<file path="src/pkg/ldc_regs.vh">
// register offsets, bit positions and reset values of the legacy display compatibility block
`ifndef LDC_REGS_VH
`define LDC_REGS_VH
`define LDC_ADDR_VSE_PRI    16'h03C3
`define LDC_ADDR_VSE_ALT    16'h46E8
`define LDC_ADDR_CRT_IDX    16'h03B4
`define LDC_ADDR_CRT_DAT    16'h03B5
`define LDC_ADDR_MODE       16'h03B8
`define LDC_ADDR_STAT       16'h03BA
`define LDC_ADDR_MONO_MODE  16'h03B8
`define LDC_ADDR_PAGE_EN    16'h03BF
`define LDC_ADDR_COLR_MODE  16'h03D8
`define LDC_ADDR_PALETTE    16'h03D9
`define LDC_ADDR_LINE400    16'h03DE
`define LDC_PORT_HI         8'h03
`define LDC_NIB_CRT_IDX     4'h4
`define LDC_NIB_CRT_DAT     4'h5
`define LDC_NIB_STAT        4'hA
`define LDC_EMU_MONO_NIB    4'hB
`define LDC_EMU_COLR_NIB    4'hD
`define LDC_VSE_PRI_BIT     0
`define LDC_VSE_ALT_BIT     3
`define LDC_MODE_PAGE       7
`define LDC_MODE_PAGE_RB    6
`define LDC_MODE_BLINK      5
`define LDC_MODE_HIRES      4
`define LDC_MODE_VIDEO      3
`define LDC_MODE_BW         2
`define LDC_MODE_GFX        1
`define LDC_MODE_COL80      0
`define LDC_PAL_SET         5
`define LDC_PAL_INTENS      4
`define LDC_PAGE_EN_BIT     1
`define LDC_L400_ULINE      6
`define LDC_L400_PAGE       3
`define LDC_L400_FONT       2
`define LDC_L400_DSCAN      0
`define LDC_CCR_ULINE_EN    6
`define LDC_CCR_ENABLE      7
`define LDC_SYNC_NARROW     4
`define LDC_VSYNC_WIDE      5'h10
`define LDC_VSYNC_NARROW    5'h02
`define LDC_ATTR_ULINE      8'h01
`define LDC_RST_BYTE        8'h00
`define LDC_RST_VSE         8'h01
`define LDC_COL_CYAN        4'h3
`define LDC_COL_MAGENTA     4'h5
`define LDC_COL_WHITE       4'h7
`define LDC_COL_GREEN       4'h2
`define LDC_COL_RED         4'h4
`define LDC_COL_BROWN       4'h6
`define LDC_COL_INTENS      4'h8
`endif

</file>
<file path="src/hw/ldc_compat_regs.v">
// legacy display compatibility register set with host i/o port decode
//
// Contract
// - video enable bit follows primary/alternate port
// - controller/mode/status ports follow emulation nibble
// - mode bit 6 reads page-enable bit 1
// - bit 5 makes background intensity blink
// - bit 3 keeps video during mode change
// - colour bit 4 selects 640x200 mode
// - colour bit 2 black-white versus colour
// - colour bit 1 graphics versus text
// - colour bit 0 80 versus 40 columns
// - mono bit 7 page, settable if enabled
// - mono bit 1 graphics, bit 0 columns
// - palette bit 5 picks two-bit pixel colours
// - palette bit 4 intensifies; register write-only
// - palette bits 3:0 background/foreground/border colour
// - 400-line register gated by control bits 7,6
// - underline attribute 01 replaces blue with underline
// - bit 3 picks 16KB page when no doublescan
// - bit 2 picks font block, default 0
// - bit 0 double-scans to 400 lines
// - page-enable bit 1 opens second page
// - sync-width bit 4 gives 16 or 2 lines
// - address select bit picks colour/mono range
// - disabled subsystem answers only enable register
`timescale 1ns/1ps
`include "ldc_regs.vh"

module ldc_compat_regs
(
  input  wire        MCLK_I,
  input  wire        RST_B_I,
  input  wire [15:0] IO_ADDR_I,
  input  wire        IO_WR_I,
  input  wire        IO_RD_I,
  input  wire [7:0]  IO_WDATA_I,
  output reg  [7:0]  IO_RDATA_O,
  output wire        IO_ACK_O,
  input  wire        ADDR_SELECT_COLOR_I,
  input  wire        VSE_ALT_PORT_I,
  input  wire [7:0]  COMPAT_CONTROL_I,
  input  wire        SYNC_WIDTH_NARROW_I,
  input  wire [1:0]  PIXEL_CODE_I,
  input  wire [7:0]  ATTRIBUTE_BYTE_I,
  output reg         VIDEO_ENABLE_O,
  output wire        CRT_IDX_SEL_O,
  output wire        CRT_DAT_SEL_O,
  output wire        STATUS_SEL_O,
  output reg         BLINK_ENABLE_O,
  output reg         VIDEO_KEEP_O,
  output reg         HIRES_MODE_O,
  output reg         BW_MODE_O,
  output reg         GRAPHICS_MODE_O,
  output reg         COL80_MODE_O,
  output reg         UPPER_PAGE_O,
  output reg         SECOND_PAGE_EN_O,
  output reg  [3:0]  PIXEL_COLOR_O,
  output reg  [3:0]  BASE_COLOR_O,
  output reg         UNDERLINE_EN_O,
  output reg         BLUE_SUPPRESS_O,
  output reg         ALT_PAGE_O,
  output reg         ALT_FONT_O,
  output reg         DOUBLE_SCAN_O,
  output reg  [4:0]  VSYNC_LINES_O
);

  ////////////////////////////////////////////////////////////////////////////
  // register storage
  reg  [7:0] vse;
  reg  [7:0] mono_mode;
  reg  [7:0] page_en;
  reg  [7:0] colr_mode;
  reg  [7:0] palette;
  reg  [7:0] line400;

  wire [3:0] emu_nib;
  wire       vid_on;
  wire       hit_vse;
  wire       hit_mono;
  wire       hit_page;
  wire       hit_colr;
  wire       hit_pal;
  wire       hit_l400;
  wire       l400_en;
  wire       l400_dscan_ok;
  wire       l400_uline_ok;

  ////////////////////////////////////////////////////////////////////////////
  // address decode
  // the enable register moves with the strap; only its current home answers
  assign hit_vse  = VSE_ALT_PORT_I ? (IO_ADDR_I == `LDC_ADDR_VSE_ALT)
                                   : (IO_ADDR_I == `LDC_ADDR_VSE_PRI);
  assign vid_on   = VSE_ALT_PORT_I ? vse[`LDC_VSE_ALT_BIT]
                                   : vse[`LDC_VSE_PRI_BIT];
  // middle nibble of the controller ports follows the emulation select
  assign emu_nib  = ADDR_SELECT_COLOR_I ? `LDC_EMU_COLR_NIB : `LDC_EMU_MONO_NIB;
  assign CRT_IDX_SEL_O = vid_on &&
    (IO_ADDR_I == {`LDC_PORT_HI, emu_nib, `LDC_NIB_CRT_IDX});
  assign CRT_DAT_SEL_O = vid_on &&
    (IO_ADDR_I == {`LDC_PORT_HI, emu_nib, `LDC_NIB_CRT_DAT});
  assign STATUS_SEL_O  = vid_on &&
    (IO_ADDR_I == {`LDC_PORT_HI, emu_nib, `LDC_NIB_STAT});
  // mode control sits at 3#8: mono copy in mono emulation, colour copy otherwise
  assign hit_mono = vid_on && !ADDR_SELECT_COLOR_I && (IO_ADDR_I == `LDC_ADDR_MONO_MODE);
  assign hit_colr = vid_on &&  ADDR_SELECT_COLOR_I && (IO_ADDR_I == `LDC_ADDR_COLR_MODE);
  assign hit_page = vid_on && (IO_ADDR_I == `LDC_ADDR_PAGE_EN);
  assign hit_pal  = vid_on && (IO_ADDR_I == `LDC_ADDR_PALETTE);
  assign hit_l400 = vid_on && (IO_ADDR_I == `LDC_ADDR_LINE400);
  assign IO_ACK_O = (IO_WR_I || IO_RD_I) &&
                    (hit_vse || hit_mono || hit_colr || hit_page || hit_pal || hit_l400 ||
                     CRT_IDX_SEL_O || CRT_DAT_SEL_O || STATUS_SEL_O);

  // 400-line register takes writes only with the compatibility enable set; its underline bit needs only control bit 6
  assign l400_en       = COMPAT_CONTROL_I[`LDC_CCR_ENABLE];
  assign l400_uline_ok = COMPAT_CONTROL_I[`LDC_CCR_ULINE_EN];
  assign l400_dscan_ok = l400_en && l400_uline_ok;

  ////////////////////////////////////////////////////////////////////////////
  // register writes; reserved bits never stored
  always @(posedge MCLK_I or negedge RST_B_I)
  begin
    if (!RST_B_I)
    begin
      vse       <= `LDC_RST_VSE;
      mono_mode <= `LDC_RST_BYTE;
      page_en   <= `LDC_RST_BYTE;
      colr_mode <= `LDC_RST_BYTE;
      palette   <= `LDC_RST_BYTE;
      line400   <= `LDC_RST_BYTE;
    end
    else if (IO_WR_I)
    begin
      if (hit_vse)
        vse <= IO_WDATA_I & 8'h09;
      if (hit_mono)
      begin
        // page bit only takes a 1 while the second page is enabled
        mono_mode <= {IO_WDATA_I[7] & page_en[`LDC_PAGE_EN_BIT], 1'b0,
                      IO_WDATA_I[5], 1'b0, IO_WDATA_I[3], 1'b0, IO_WDATA_I[1:0]};
      end
      if (hit_page)
        page_en <= IO_WDATA_I & 8'h02;
      if (hit_colr)
        colr_mode <= IO_WDATA_I & 8'h3F;
      if (hit_pal)
        palette <= IO_WDATA_I & 8'h3F;
      // host owes us colour emulation here; hit_l400 does not check it
      if (hit_l400 && l400_en)
        line400 <= IO_WDATA_I & 8'h4D;
    end
  end

  ////////////////////////////////////////////////////////////////////////////
  // read path; write-only registers read zero, bit 6 mirrors page enable
  always @(posedge MCLK_I or negedge RST_B_I)
  begin
    if (!RST_B_I)
      IO_RDATA_O <= `LDC_RST_BYTE;
    else if (IO_RD_I)
    begin
      if (hit_vse)
        IO_RDATA_O <= vse;
      else if (hit_mono)
        IO_RDATA_O <= mono_mode | {1'b0, page_en[`LDC_PAGE_EN_BIT], 6'h00};
      else if (hit_colr)
        IO_RDATA_O <= colr_mode | {1'b0, page_en[`LDC_PAGE_EN_BIT], 6'h00};
      else
        IO_RDATA_O <= `LDC_RST_BYTE;
    end
  end

  ////////////////////////////////////////////////////////////////////////////
  // mode decode: the copy matching the emulation drives the display
  always @(posedge MCLK_I or negedge RST_B_I)
  begin
    if (!RST_B_I)
    begin
      VIDEO_ENABLE_O   <= 1'b0;
      BLINK_ENABLE_O   <= 1'b0;
      VIDEO_KEEP_O     <= 1'b0;
      HIRES_MODE_O     <= 1'b0;
      BW_MODE_O        <= 1'b0;
      GRAPHICS_MODE_O  <= 1'b0;
      COL80_MODE_O     <= 1'b0;
      UPPER_PAGE_O     <= 1'b0;
      SECOND_PAGE_EN_O <= 1'b0;
      ALT_PAGE_O       <= 1'b0;
      ALT_FONT_O       <= 1'b0;
      DOUBLE_SCAN_O    <= 1'b0;
      VSYNC_LINES_O    <= `LDC_VSYNC_WIDE;
    end
    else
    begin
      VIDEO_ENABLE_O <= vid_on;
      if (ADDR_SELECT_COLOR_I)
      begin
        BLINK_ENABLE_O  <= colr_mode[`LDC_MODE_BLINK];
        VIDEO_KEEP_O    <= colr_mode[`LDC_MODE_VIDEO];
        HIRES_MODE_O    <= colr_mode[`LDC_MODE_HIRES];
        BW_MODE_O       <= colr_mode[`LDC_MODE_BW];
        GRAPHICS_MODE_O <= colr_mode[`LDC_MODE_GFX];
        COL80_MODE_O    <= colr_mode[`LDC_MODE_COL80];
        UPPER_PAGE_O    <= 1'b0;
      end
      else
      begin
        BLINK_ENABLE_O  <= mono_mode[`LDC_MODE_BLINK];
        VIDEO_KEEP_O    <= mono_mode[`LDC_MODE_VIDEO];
        HIRES_MODE_O    <= 1'b0;
        BW_MODE_O       <= 1'b0;
        GRAPHICS_MODE_O <= mono_mode[`LDC_MODE_GFX];
        COL80_MODE_O    <= mono_mode[`LDC_MODE_COL80];
        UPPER_PAGE_O    <= mono_mode[`LDC_MODE_PAGE];
      end
      SECOND_PAGE_EN_O <= page_en[`LDC_PAGE_EN_BIT];
      // second 16KB page only shows without double scan
      ALT_PAGE_O    <= l400_en && line400[`LDC_L400_PAGE] && !line400[`LDC_L400_DSCAN];
      ALT_FONT_O    <= l400_en && line400[`LDC_L400_FONT];
      DOUBLE_SCAN_O <= l400_dscan_ok && line400[`LDC_L400_DSCAN];
      VSYNC_LINES_O <= SYNC_WIDTH_NARROW_I ? `LDC_VSYNC_NARROW : `LDC_VSYNC_WIDE;
    end
  end

  ////////////////////////////////////////////////////////////////////////////
  // pixel colour path, registered one cycle after the pixel inputs
  always @(posedge MCLK_I or negedge RST_B_I)
  begin
    if (!RST_B_I)
    begin
      PIXEL_COLOR_O   <= 4'h0;
      BASE_COLOR_O    <= 4'h0;
      UNDERLINE_EN_O  <= 1'b0;
      BLUE_SUPPRESS_O <= 1'b0;
    end
    else
    begin
      // border / background / foreground depending on mode
      BASE_COLOR_O <= palette[3:0];
      if (PIXEL_CODE_I == 2'b00)
        PIXEL_COLOR_O <= palette[3:0];
      else
        case ({palette[`LDC_PAL_SET], PIXEL_CODE_I})
          3'b101:  PIXEL_COLOR_O <= `LDC_COL_CYAN    | (palette[`LDC_PAL_INTENS] ? `LDC_COL_INTENS : 4'h0);
          3'b110:  PIXEL_COLOR_O <= `LDC_COL_MAGENTA | (palette[`LDC_PAL_INTENS] ? `LDC_COL_INTENS : 4'h0);
          3'b111:  PIXEL_COLOR_O <= `LDC_COL_WHITE   | (palette[`LDC_PAL_INTENS] ? `LDC_COL_INTENS : 4'h0);
          3'b001:  PIXEL_COLOR_O <= `LDC_COL_GREEN   | (palette[`LDC_PAL_INTENS] ? `LDC_COL_INTENS : 4'h0);
          3'b010:  PIXEL_COLOR_O <= `LDC_COL_RED     | (palette[`LDC_PAL_INTENS] ? `LDC_COL_INTENS : 4'h0);
          3'b011:  PIXEL_COLOR_O <= `LDC_COL_BROWN   | (palette[`LDC_PAL_INTENS] ? `LDC_COL_INTENS : 4'h0);
          default: PIXEL_COLOR_O <= palette[3:0];
        endcase
      // underline attribute swaps blue foreground for a white underline
      UNDERLINE_EN_O  <= l400_uline_ok && line400[`LDC_L400_ULINE] &&
                         (ATTRIBUTE_BYTE_I == `LDC_ATTR_ULINE);
      BLUE_SUPPRESS_O <= l400_uline_ok && line400[`LDC_L400_ULINE] &&
                         (ATTRIBUTE_BYTE_I == `LDC_ATTR_ULINE);
    end
  end

endmodule // ldc_compat_regs

</file>
<file path="config.mk">
export PLATFORM = sky130hd
export DESIGN_NAME = ldc_compat_regs
export DESIGN_NICKNAME = d
export VERILOG_FILES = /design/src/hw/ldc_compat_regs.v
export VERILOG_INCLUDE_DIRS = /design/src /design/src/pkg
export SDC_FILE = /design/constraint.sdc
export NUM_CORES = 1
export LEC_CHECK = 0
export ABC_AREA = 1
export BUFFER_PORTS_ARGS = -buffer_cell sky130_fd_sc_hd__buf_2
export CORE_AREA = 3 3 79 81
export DETAILED_ROUTE_END_ITERATION = 12
export DIE_AREA = 0 0 82 84
export MAX_ROUTING_LAYER = met4
export PLACE_DENSITY = 0.8
export RECOVER_POWER = 25
export SETUP_SLACK_MARGIN = 0.3
export SKIP_CTS_REPAIR_TIMING = 1
export SLEW_MARGIN = 20
export SYNTH_ARGS = -nofsm -noshare
export SYNTH_HDL_FRONTEND = slang
export SYNTH_SLANG_ARGS = --single-unit
export TNS_END_PERCENT = 10
</file>
<file path="constraint.sdc">
create_clock -name MCLK_I -period 1.6 [get_ports MCLK_I]
set_input_delay 0.16 -clock MCLK_I [delete_from_list [all_inputs] [get_ports MCLK_I]]
set_output_delay 0.16 -clock MCLK_I [all_outputs]
set_load 0.02 [all_outputs]
</file>
==> summary.md, run 1 <==
| Metric | Value |
|---|---|
| Status | `finished with violations` |
| Failing checks | `setup timing` |
| Synth unique cells | `36` |
| Clock latency on the worst-skew pair | `just over 0.3 ns` |
| Synth Area in Adders | `0%` |
| Final Slew Violations | `0` |
| Critical Path AT | `1.75 ns` |
| Initial antenna violation count | `0` |
| CTS tree | `built` |
| Synthesis-to-layout area growth | `25.2%` |
| Post-DP HPWL | `around 4.7 mm` |
| Initial Utilization | `between 50 and 60%` |
| Global route overflow | `0` |
| Synth Register Bits | `55` |
| XOR/XNOR Fraction of Synth Area | `0.923%` |
| Row count | `27` |
| Post-synth EDFFs | `0` |
| Worst min path class | `in2reg` |
| Clock Path Buffers | `2` |
| Deepest level of the CTS H-tree | `2` |
| I/O pin count | `between 80 and 90` |
| Worst rel slew slack | `roughly 53%` |
| Wirelength, routed | `slightly above 6 mm` |
| Main flop type after synthesis | `dfrtp_1` |
| DR vias/cell | `4.89` |
| Max Clk Rate | `approximately 520 MHz` |
| Routed length per placed instance | `12.2 µm` |
| Clk sinks | `55` |
| Synth Area in Compound Gates | `roughly 8.1%` |
| CP peak stage delay | `approximately 0.55 ns` |
| Post-synthesis sequential area ratio | `around half` |
| Drt pass-1 iters | `4` |
| P_sw | `0.000647 W` |
| Setup WS pre-CTS | `between 0.04 and 0.05 ns` |
| Clock share of power | `a little over a third` |
| Final period utilization | `119%` |
| Post-synthesis simple-gate area fraction | `approximately a third` |
| Crit path kind | `reg2out` |
| Routed vias | `2479` |
| Global-route wire length before repair | `10.2 mm` |
| ANT cells | `0` |
| Mux cell area share after synthesis | `less than 1%` |
| Hold Vio Cnt, Final | `0` |
| Power density over cell area | `around 750 nW/µm²` |
| CP max stage cell | `dfstp_2` |
| DIE AREA | `a little under 7000 µm²` |
| Hold Crit Start | `IO_WDATA_I[6]` |
| Min Tclk post-route | `approximately 1.9 ns` |
| Die Ht | `roughly 84 µm` |
| Clock-pin slew on the worst setup and hold paths | `approximately 0.1 ns` |
| Routed Antenna Nets | `0` |
| Top Family by Delay on Critical Path | `simple AND/OR/NAND/NOR gates` |
| Die extent in x | `82 µm` |
| Crit end category | `output port` |
| RR Endpoint | `line400[0]` |
| Critical Path RT | `1.44 ns` |
| Synth warn | `0` |
| Largest net degree at the start of global routing | `56` |
| Finish-stage setup viols | `3` |
| RSZ-0062 raised after global routing | `yes` |
| Async SR Flop Fraction | `between 90% and 100%` |
| Comb pwr share | `a little under an eighth` |
| Final GP Congestion | `~0.87` |
| Mapped cell area | `2850 µm²` |
| Fin util | `around 64%` |
| Main combinational cell family by area after synthesis | `simple AND/OR/NAND/NOR gates` |
| Worst hold slack | `approximately 0.044 ns` |
| Initial DRC Count | `139` |
| VDD IR-drop max | `0.000474 V` |
| Port buffer count | `between 70 and 80` |
| Design Area, Final | `about 3600 µm²` |
| Critical R2R Launch | `vse[0]` |
| Layout cells sized above 1 | `about a third` |
| Total of max-cap violations | `0` |
| CTS root buffer | `clkbuf_8` |
| Min-Delay Path Depth | `3` |
| NumNets Final | `approximately 480` |
| Setup_tns | `-0.397 ns` |
| Register share of total power | `52.7%` |
| Setup ws final | `-0.310 ns` |
| Slew of the pin with the lowest slew margin | `around 0.71 ns` |
| Worst Skew | `0.00691 ns` |
| Critical Path, Cell by Cell | `inv_2, nand2_8, nand2_8, nor2_4, nand3_2, nand2_1, nor2_1, nand3_1, nand2_1, inv_2, buf_6` |
| Crit-path max FO | `6` |
| CP Launch Type | `register` |
| Syn_area_per_cell | `around 8.3 µm²` |
| Pint | `~0.002 W` |
| R2R Setup Slk | `0.03 ns` |
| Hold Path End | `line400[6]` |
| Reg2reg path depth | `10` |
| Placement Cell Area | `around 3300 µm²` |
| Switching share of power | `roughly a quarter` |
| CTS buffer count | `5` |
| Post-route DRC | `0` |
| Leak | `~1.9 nW` |
| Syn Inst Count | `342` |
| Vias in the first global route | `2335` |
| Total GRT Usage | `just under 20%` |
| Core area | `around 5500 µm²` |
| Sum of buffers and inverters on the critical path | `3` |
[Yosys cell counts, types with 2 or more instances]
cell type  number  area [µm²]
nand3_1        13        65.1
inv_2           3        11.3
inv_1          46         173
nand2_8         2        40.0
nor2_2          6        37.5
nor2_1         40         150
o21ai_0         8        40.0
nand4_1         5        31.3
nand2_2         8        50.1
nor2_4          6        67.6
a21oi_1         3        15.0
nand2_1        93         349
buf_4           4        30.0
dfstp_2         2        52.6
dfrtp_1        53        1330
nor3_1          3        15.0
o31ai_1         3        22.5
o21ai_1         9        45.0
buf_6           4        45.0
nand3_4         2        35.0
o22ai_1         2        12.5
xnor2_1         2        17.5
o21ai_2        10        87.6
mux2_2          2        22.5
nand3_2         2        20.0
[flip-flops by register name (all words and copies together), names as in the netlist, 2 cells and up]
register and count:
IO_RDATA_O 8, PIXEL_COLOR_O 4, VSYNC_LINES_O 2, palette 6
vse 2, BASE_COLOR_O 4, line400 4, colr_mode 6
mono_mode 5
[stage by stage]
step | power (W) | cells
floorplan | 0.00159 | 344
global placement | 0.00172 | 495
detailed placement | 0.00173 | 495
CTS | 0.00269 | 503
global route | 0.00279 | 507
finish | 0.00267 | 507
[tightest hold or removal path: cells and delay by family]
family / cells / cell delay [ns]
buf+inv: 1 / 0.07
simple gates: 2 / 0.09
[cell usage in the layout, fill, tap and decap left out, types with 2 or more instances in the layout]
| master | n |
|---|---|
| mux2_2 | 2 |
| nand2_2 | 7 |
| conb_1 | 3 |
| nor2_4 | 9 |
| inv_1 | 42 |
| nand2_1 | 93 |
| inv_2 | 7 |
| nand3_2 | 4 |
| o31ai_1 | 3 |
| o21ai_0 | 8 |
| dfrtp_1 | 53 |
| nor2_2 | 6 |
| o21ai_2 | 10 |
| buf_6 | 4 |
| o21ai_1 | 9 |
| buf_2 | 73 |
| nand3_1 | 11 |
| a21oi_1 | 3 |
| nor2_1 | 37 |
| nand2_8 | 2 |
| dlygate4sd3_1 | 4 |
| inv_6 | 2 |
| xnor2_1 | 2 |
| buf_4 | 10 |
| nand4_1 | 5 |
| clkbuf_8 | 6 |
| dfstp_2 | 2 |
| nand2_4 | 2 |
| nor3_1 | 3 |
| nand3_4 | 2 |
[how the worst max path moves through the flow]
stage,from,end,slack (ns),cells past startpoint
6_report,vse[0],IO_ACK_O,-0.31,11
5_1_grt,vse[0],IO_ACK_O,-0.42,11
4_1_cts,vse[0],IO_ACK_O,-0.31,11
3_5_place_dp,vse[0],IO_ACK_O,0.05,11
3_3_place_gp,vse[0],IO_ACK_O,0.07,11
2_1_floorplan,vse[0],IO_ACK_O,0.21,10
[cell families (layout without fill, tap and decap cells)]
logic type,count (synthesis),after routing
AOI/OAI and AO/OA,36,36
xor gates and xnor gates,3,3
buffers and inverters,61,152
DFF,55,55
muxes,2,2
other,1,3
and+or+nand+nor,184,184
[power groups by stage]
stage	clock [W]	sequential, W	combinational, W
finish	0.000961	0.00141	0.000301
global route	0.00104	0.00141	0.000339
CTS	0.000985	0.00141	0.000296
detailed placement	0	0.00143	0.000295
global placement	0	0.00143	0.000289
floorplan	0	0.00146	0.000134
[layer usage]
layer  vias to the layer above  wire length, µm  track usage, %
met5                         -                0               -
met4                         0              129            6.65
met3                        12              464            3.89
met2                        92             3090            31.4
met1                      1132             2500            24.0
li1                       1243                -               -
[final cells by class]
cell class | instances | area [µm²]
tap | 72 | 90.1
inverter | 51 | 199
multi-input combinational | 228 | 1240
sequential | 55 | 1380
clock buffer | 6 | 82.6
timing repair buffer | 93 | 537
fill | 477 | 1980
clock inverter | 2 | 38.8
No activity file was read; power rests on OpenSTA's default activity.
==> inputs of run 2 (changes only) <==
--- a/config.mk
+++ b/config.mk
@@ -7,14 +7,13 @@
 export NUM_CORES = 1
 export LEC_CHECK = 0
 export ABC_AREA = 1
-export BUFFER_PORTS_ARGS = -buffer_cell sky130_fd_sc_hd__buf_2
-export CORE_AREA = 3 3 79 81
+export CORE_AREA = 3 3 71 73
 export DETAILED_ROUTE_END_ITERATION = 12
-export DIE_AREA = 0 0 82 84
+export DIE_AREA = 0 0 74 76
+export DONT_BUFFER_PORTS = 1
 export MAX_ROUTING_LAYER = met4
 export PLACE_DENSITY = 0.8
 export RECOVER_POWER = 25
-export SETUP_SLACK_MARGIN = 0.3
 export SKIP_CTS_REPAIR_TIMING = 1
 export SLEW_MARGIN = 20
 export SYNTH_ARGS = -nofsm -noshare
==> constraint.sdc (replaced) <==
create_clock -name MCLK_I -period 2.5 [get_ports MCLK_I]
set_input_delay 0.25 -clock MCLK_I [delete_from_list [all_inputs] [get_ports MCLK_I]]
set_output_delay 0.25 -clock MCLK_I [all_outputs]
set_load 0.02 [all_outputs]
==> summary.md, run 2 (synthesis results as in run 1) <==
| Metric | Value |
|---|---|
| Worst min path class | `in2reg (unchanged)` |
| CTS root buffer | `clkbuf_8 (unchanged)` |
| Max Clk Rate | `474 MHz` |
| Initial Utilization | `64.5% (was 51.4%)` |
| Power density over cell area | `537 nW/µm² (was 749 nW/µm²)` |
| Crit-path max FO | `6 (unchanged)` |
| Placement Cell Area | `2840 µm² (was 3350 µm²)` |
| Most frequent cells in the layout | `nand2_1, dfrtp_1, inv_1 (was nand2_1, buf_2, dfrtp_1)` |
| Final GP Congestion | `0.852 (was 0.867)` |
| Clock latency on the worst-skew pair | `0.31 ns (about the same)` |
| DIE AREA | `5620 µm² (was 6890 µm²)` |
| Routed length per placed instance | `14.2 µm (was 12.2 µm)` |
| Vias in the first global route | `2015 (was 2335)` |
| Fin util | `68.0% (was 64.3%)` |
| Clk sinks | `55 (unchanged)` |
| CTS buffer count | `5 (unchanged)` |
| Leak | `1.49 nW (was 1.90 nW)` |
| Crit end category | `output port (unchanged)` |
| Core area | `4410 µm² (was 5540 µm²)` |
| Min Tclk post-route | `~2.1 ns` |
| Clock-pin slew on the worst setup and hold paths | `0.10 ns (about the same)` |
| CP peak stage delay | `0.56 ns (was 0.55 ns)` |
| Wirelength, routed | `5.68 mm (was 6.18 mm)` |
| Global route overflow | `0 (unchanged)` |
| Total of max-cap violations | `0 (unchanged)` |
| Largest net degree at the start of global routing | `56 (unchanged)` |
| Total power | `0.00161 W (was 0.00267 W)` |
| Deepest level of the CTS H-tree | `2 (unchanged)` |
| Biggest regs | `IO_RDATA_O x8, colr_mode x6, palette x6 (unchanged)` |
| Post-DP HPWL | `4.24 mm (was 4.67 mm)` |
| Routed Antenna Nets | `0 (unchanged)` |
| Slew of the pin with the lowest slew margin | `1.29 ns (was 0.711 ns)` |
| Commonest non-fill, non-tap cell in the layout | `nand2_1 (unchanged)` |
| Critical Path, Cell by Cell | `inv_1, nand2_8, nand2_8, nor2_4, nand4_1, nand2_1, inv_1, nand3_1, nand2_1, inv_1 (was inv_2, nand2_8, nand2_8, nor2_4, nand3_2, nand2_1, nor2_1, nand3_1, nand2_1, inv_2, buf_6)` |
| DR vias/cell | `5.32 (was 4.89)` |
| Critical Path AT | `1.86 ns (was 1.75 ns)` |
| Sum of buffers and inverters on the critical path | `3 (unchanged)` |
| VDD IR-drop max | `0.000295 V (was 0.000474 V)` |
| Final period utilization | `84.5%` |
| Multi-input logic area | `1190 µm² (was 1240 µm²)` |
| Routed vias | `2126 (was 2479)` |
| Worst rel slew slack | `14.3% (was 52.6%)` |
| Status | `completed (was finished with violations)` |
| RSZ-0062 raised after global routing | `no (was yes)` |
| Final Slew Violations | `0 (unchanged)` |
| Global-route wire length before repair | `9.33 mm (was 10.2 mm)` |
| Crit path kind | `reg2out (unchanged)` |
| Biggest register | `IO_RDATA_O (unchanged)` |
| Row count | `24 (was 27)` |
| Setup_tns | `0 ns (was -0.397 ns)` |
| Post-route DRC | `0 (unchanged)` |
| Initial DRC Count | `120 (was 139)` |
| Crit-path most repeated cell | `inv_1` |
| Die extent in x | `74 µm (was 82 µm)` |
| Storage element area | `1380 µm² (unchanged)` |
| Drt pass-1 iters | `4 (unchanged)` |
| Hold Vio Cnt, Final | `0 (unchanged)` |
| Design Area, Final | `3000 µm² (was 3560 µm²)` |
| CP max stage cell | `dfstp_2 (unchanged)` |
| Clock Path Buffers | `2 (unchanged)` |
| Total GRT Usage | `21.7% (was 19.4%)` |
| CP Launch Type | `register (unchanged)` |
| Synthesis-to-layout area growth | `5.50% (was 25.2%)` |
| Critical Path RT | `2.25 ns (was 1.44 ns)` |
| CTS tree | `built (unchanged)` |
| Initial antenna violation count | `0 (unchanged)` |
| NumNets Final | `396 (was 483)` |
| ANT cells | `0 (unchanged)` |
| Port buffer count | `0 (was 78)` |
| Layout cells sized above 1 | `15.8% (was 35.2%)` |
| Worst Skew | `0.00751 ns (was 0.00691 ns)` |
| Worst hold slack | `0.0286 ns (was 0.0436 ns)` |
| I/O pin count | `88 (unchanged)` |
| Largest register FFs | `8 (unchanged)` |
| Die Ht | `76 µm (was 84 µm)` |
| # fillers | `373 (was 477)` |
| Top Family by Delay on Critical Path | `simple AND/OR/NAND/NOR gates (unchanged)` |
| Finish-stage setup viols | `0 (was 3)` |
[run 2: cell types whose count changed in the layout (fill, tap and decap cells not counted), sizes merged]
cell and delta:
clkbuf -1, buf -87, dlygate4sd3 +1
[run 2: worst register-to-register path: stages (launching register included)]
cell      delay (ns)
dfstp_2         0.56
inv_1           0.09
nand2_8         0.09
nand3_2         0.09
nand3b_1        0.31
nor2_1          0.18
nor2_1          0.06
nand2_1         0.06
nand2_1         0.05
nand2_1         0.05
[run 2: area by class of cell]
cell class                 instances  share of cell area [%]
clock buffer                       6                    2.42
clock inverter                     2                    1.29
inverter                          51                    6.63
multi-input combinational        228                    39.7
sequential                        55                    45.9
tap                               52                    2.17
timing repair buffer               6                    1.83
[run 2: power breakdown]
group          total [W]  switching, W  internal [W]
clock network   0.000587      0.000284      0.000303
registers       0.000914     0.0000152      0.000899
logic           0.000111     0.0000764     0.0000342
total            0.00161      0.000375       0.00124
[run 2: layer usage]
layer / global-route usage [%] / wire (µm) / up-vias
li1: - / - / 1060
met1: 29.7 / 2390 / 982
met2: 31.9 / 2770 / 75
met3: 5.01 / 437 / 9
met4: 6.52 / 87 / 0
met5: - / 0 / -
[run 2: stage by stage]
| step | setup WS, ns | instances |
|---|---|---|
| after floorplan | 0.929 | 344 |
| after global placement | 0.694 | 386 |
| after detailed placement | 0.675 | 386 |
| after CTS | 0.408 | 394 |
| after global routing | 0.280 | 400 |
| final | 0.389 | 400 |
[run 2: final timing paths]
| path | slack [ns] | depth (start not counted) | startpoint | endpoint |
|---|---|---|---|---|
| worst max-delay path | 0.39 | 10 | vse[0] | IO_ACK_O |
| worst min-delay path | 0.03 | 1 | PIXEL_CODE_I[1] | PIXEL_COLOR_O[2] |
| worst max register to register | 0.90 | 9 | vse[0] | IO_RDATA_O[0] |
| worst min register to register | 0.41 | 0 | palette[0] | BASE_COLOR_O[0] |
| max in group asynchronous | 0.96 | 2 | RST_B_I | mono_mode[3] |
| min in group asynchronous | 0.78 | 2 | RST_B_I | COL80_MODE_O |
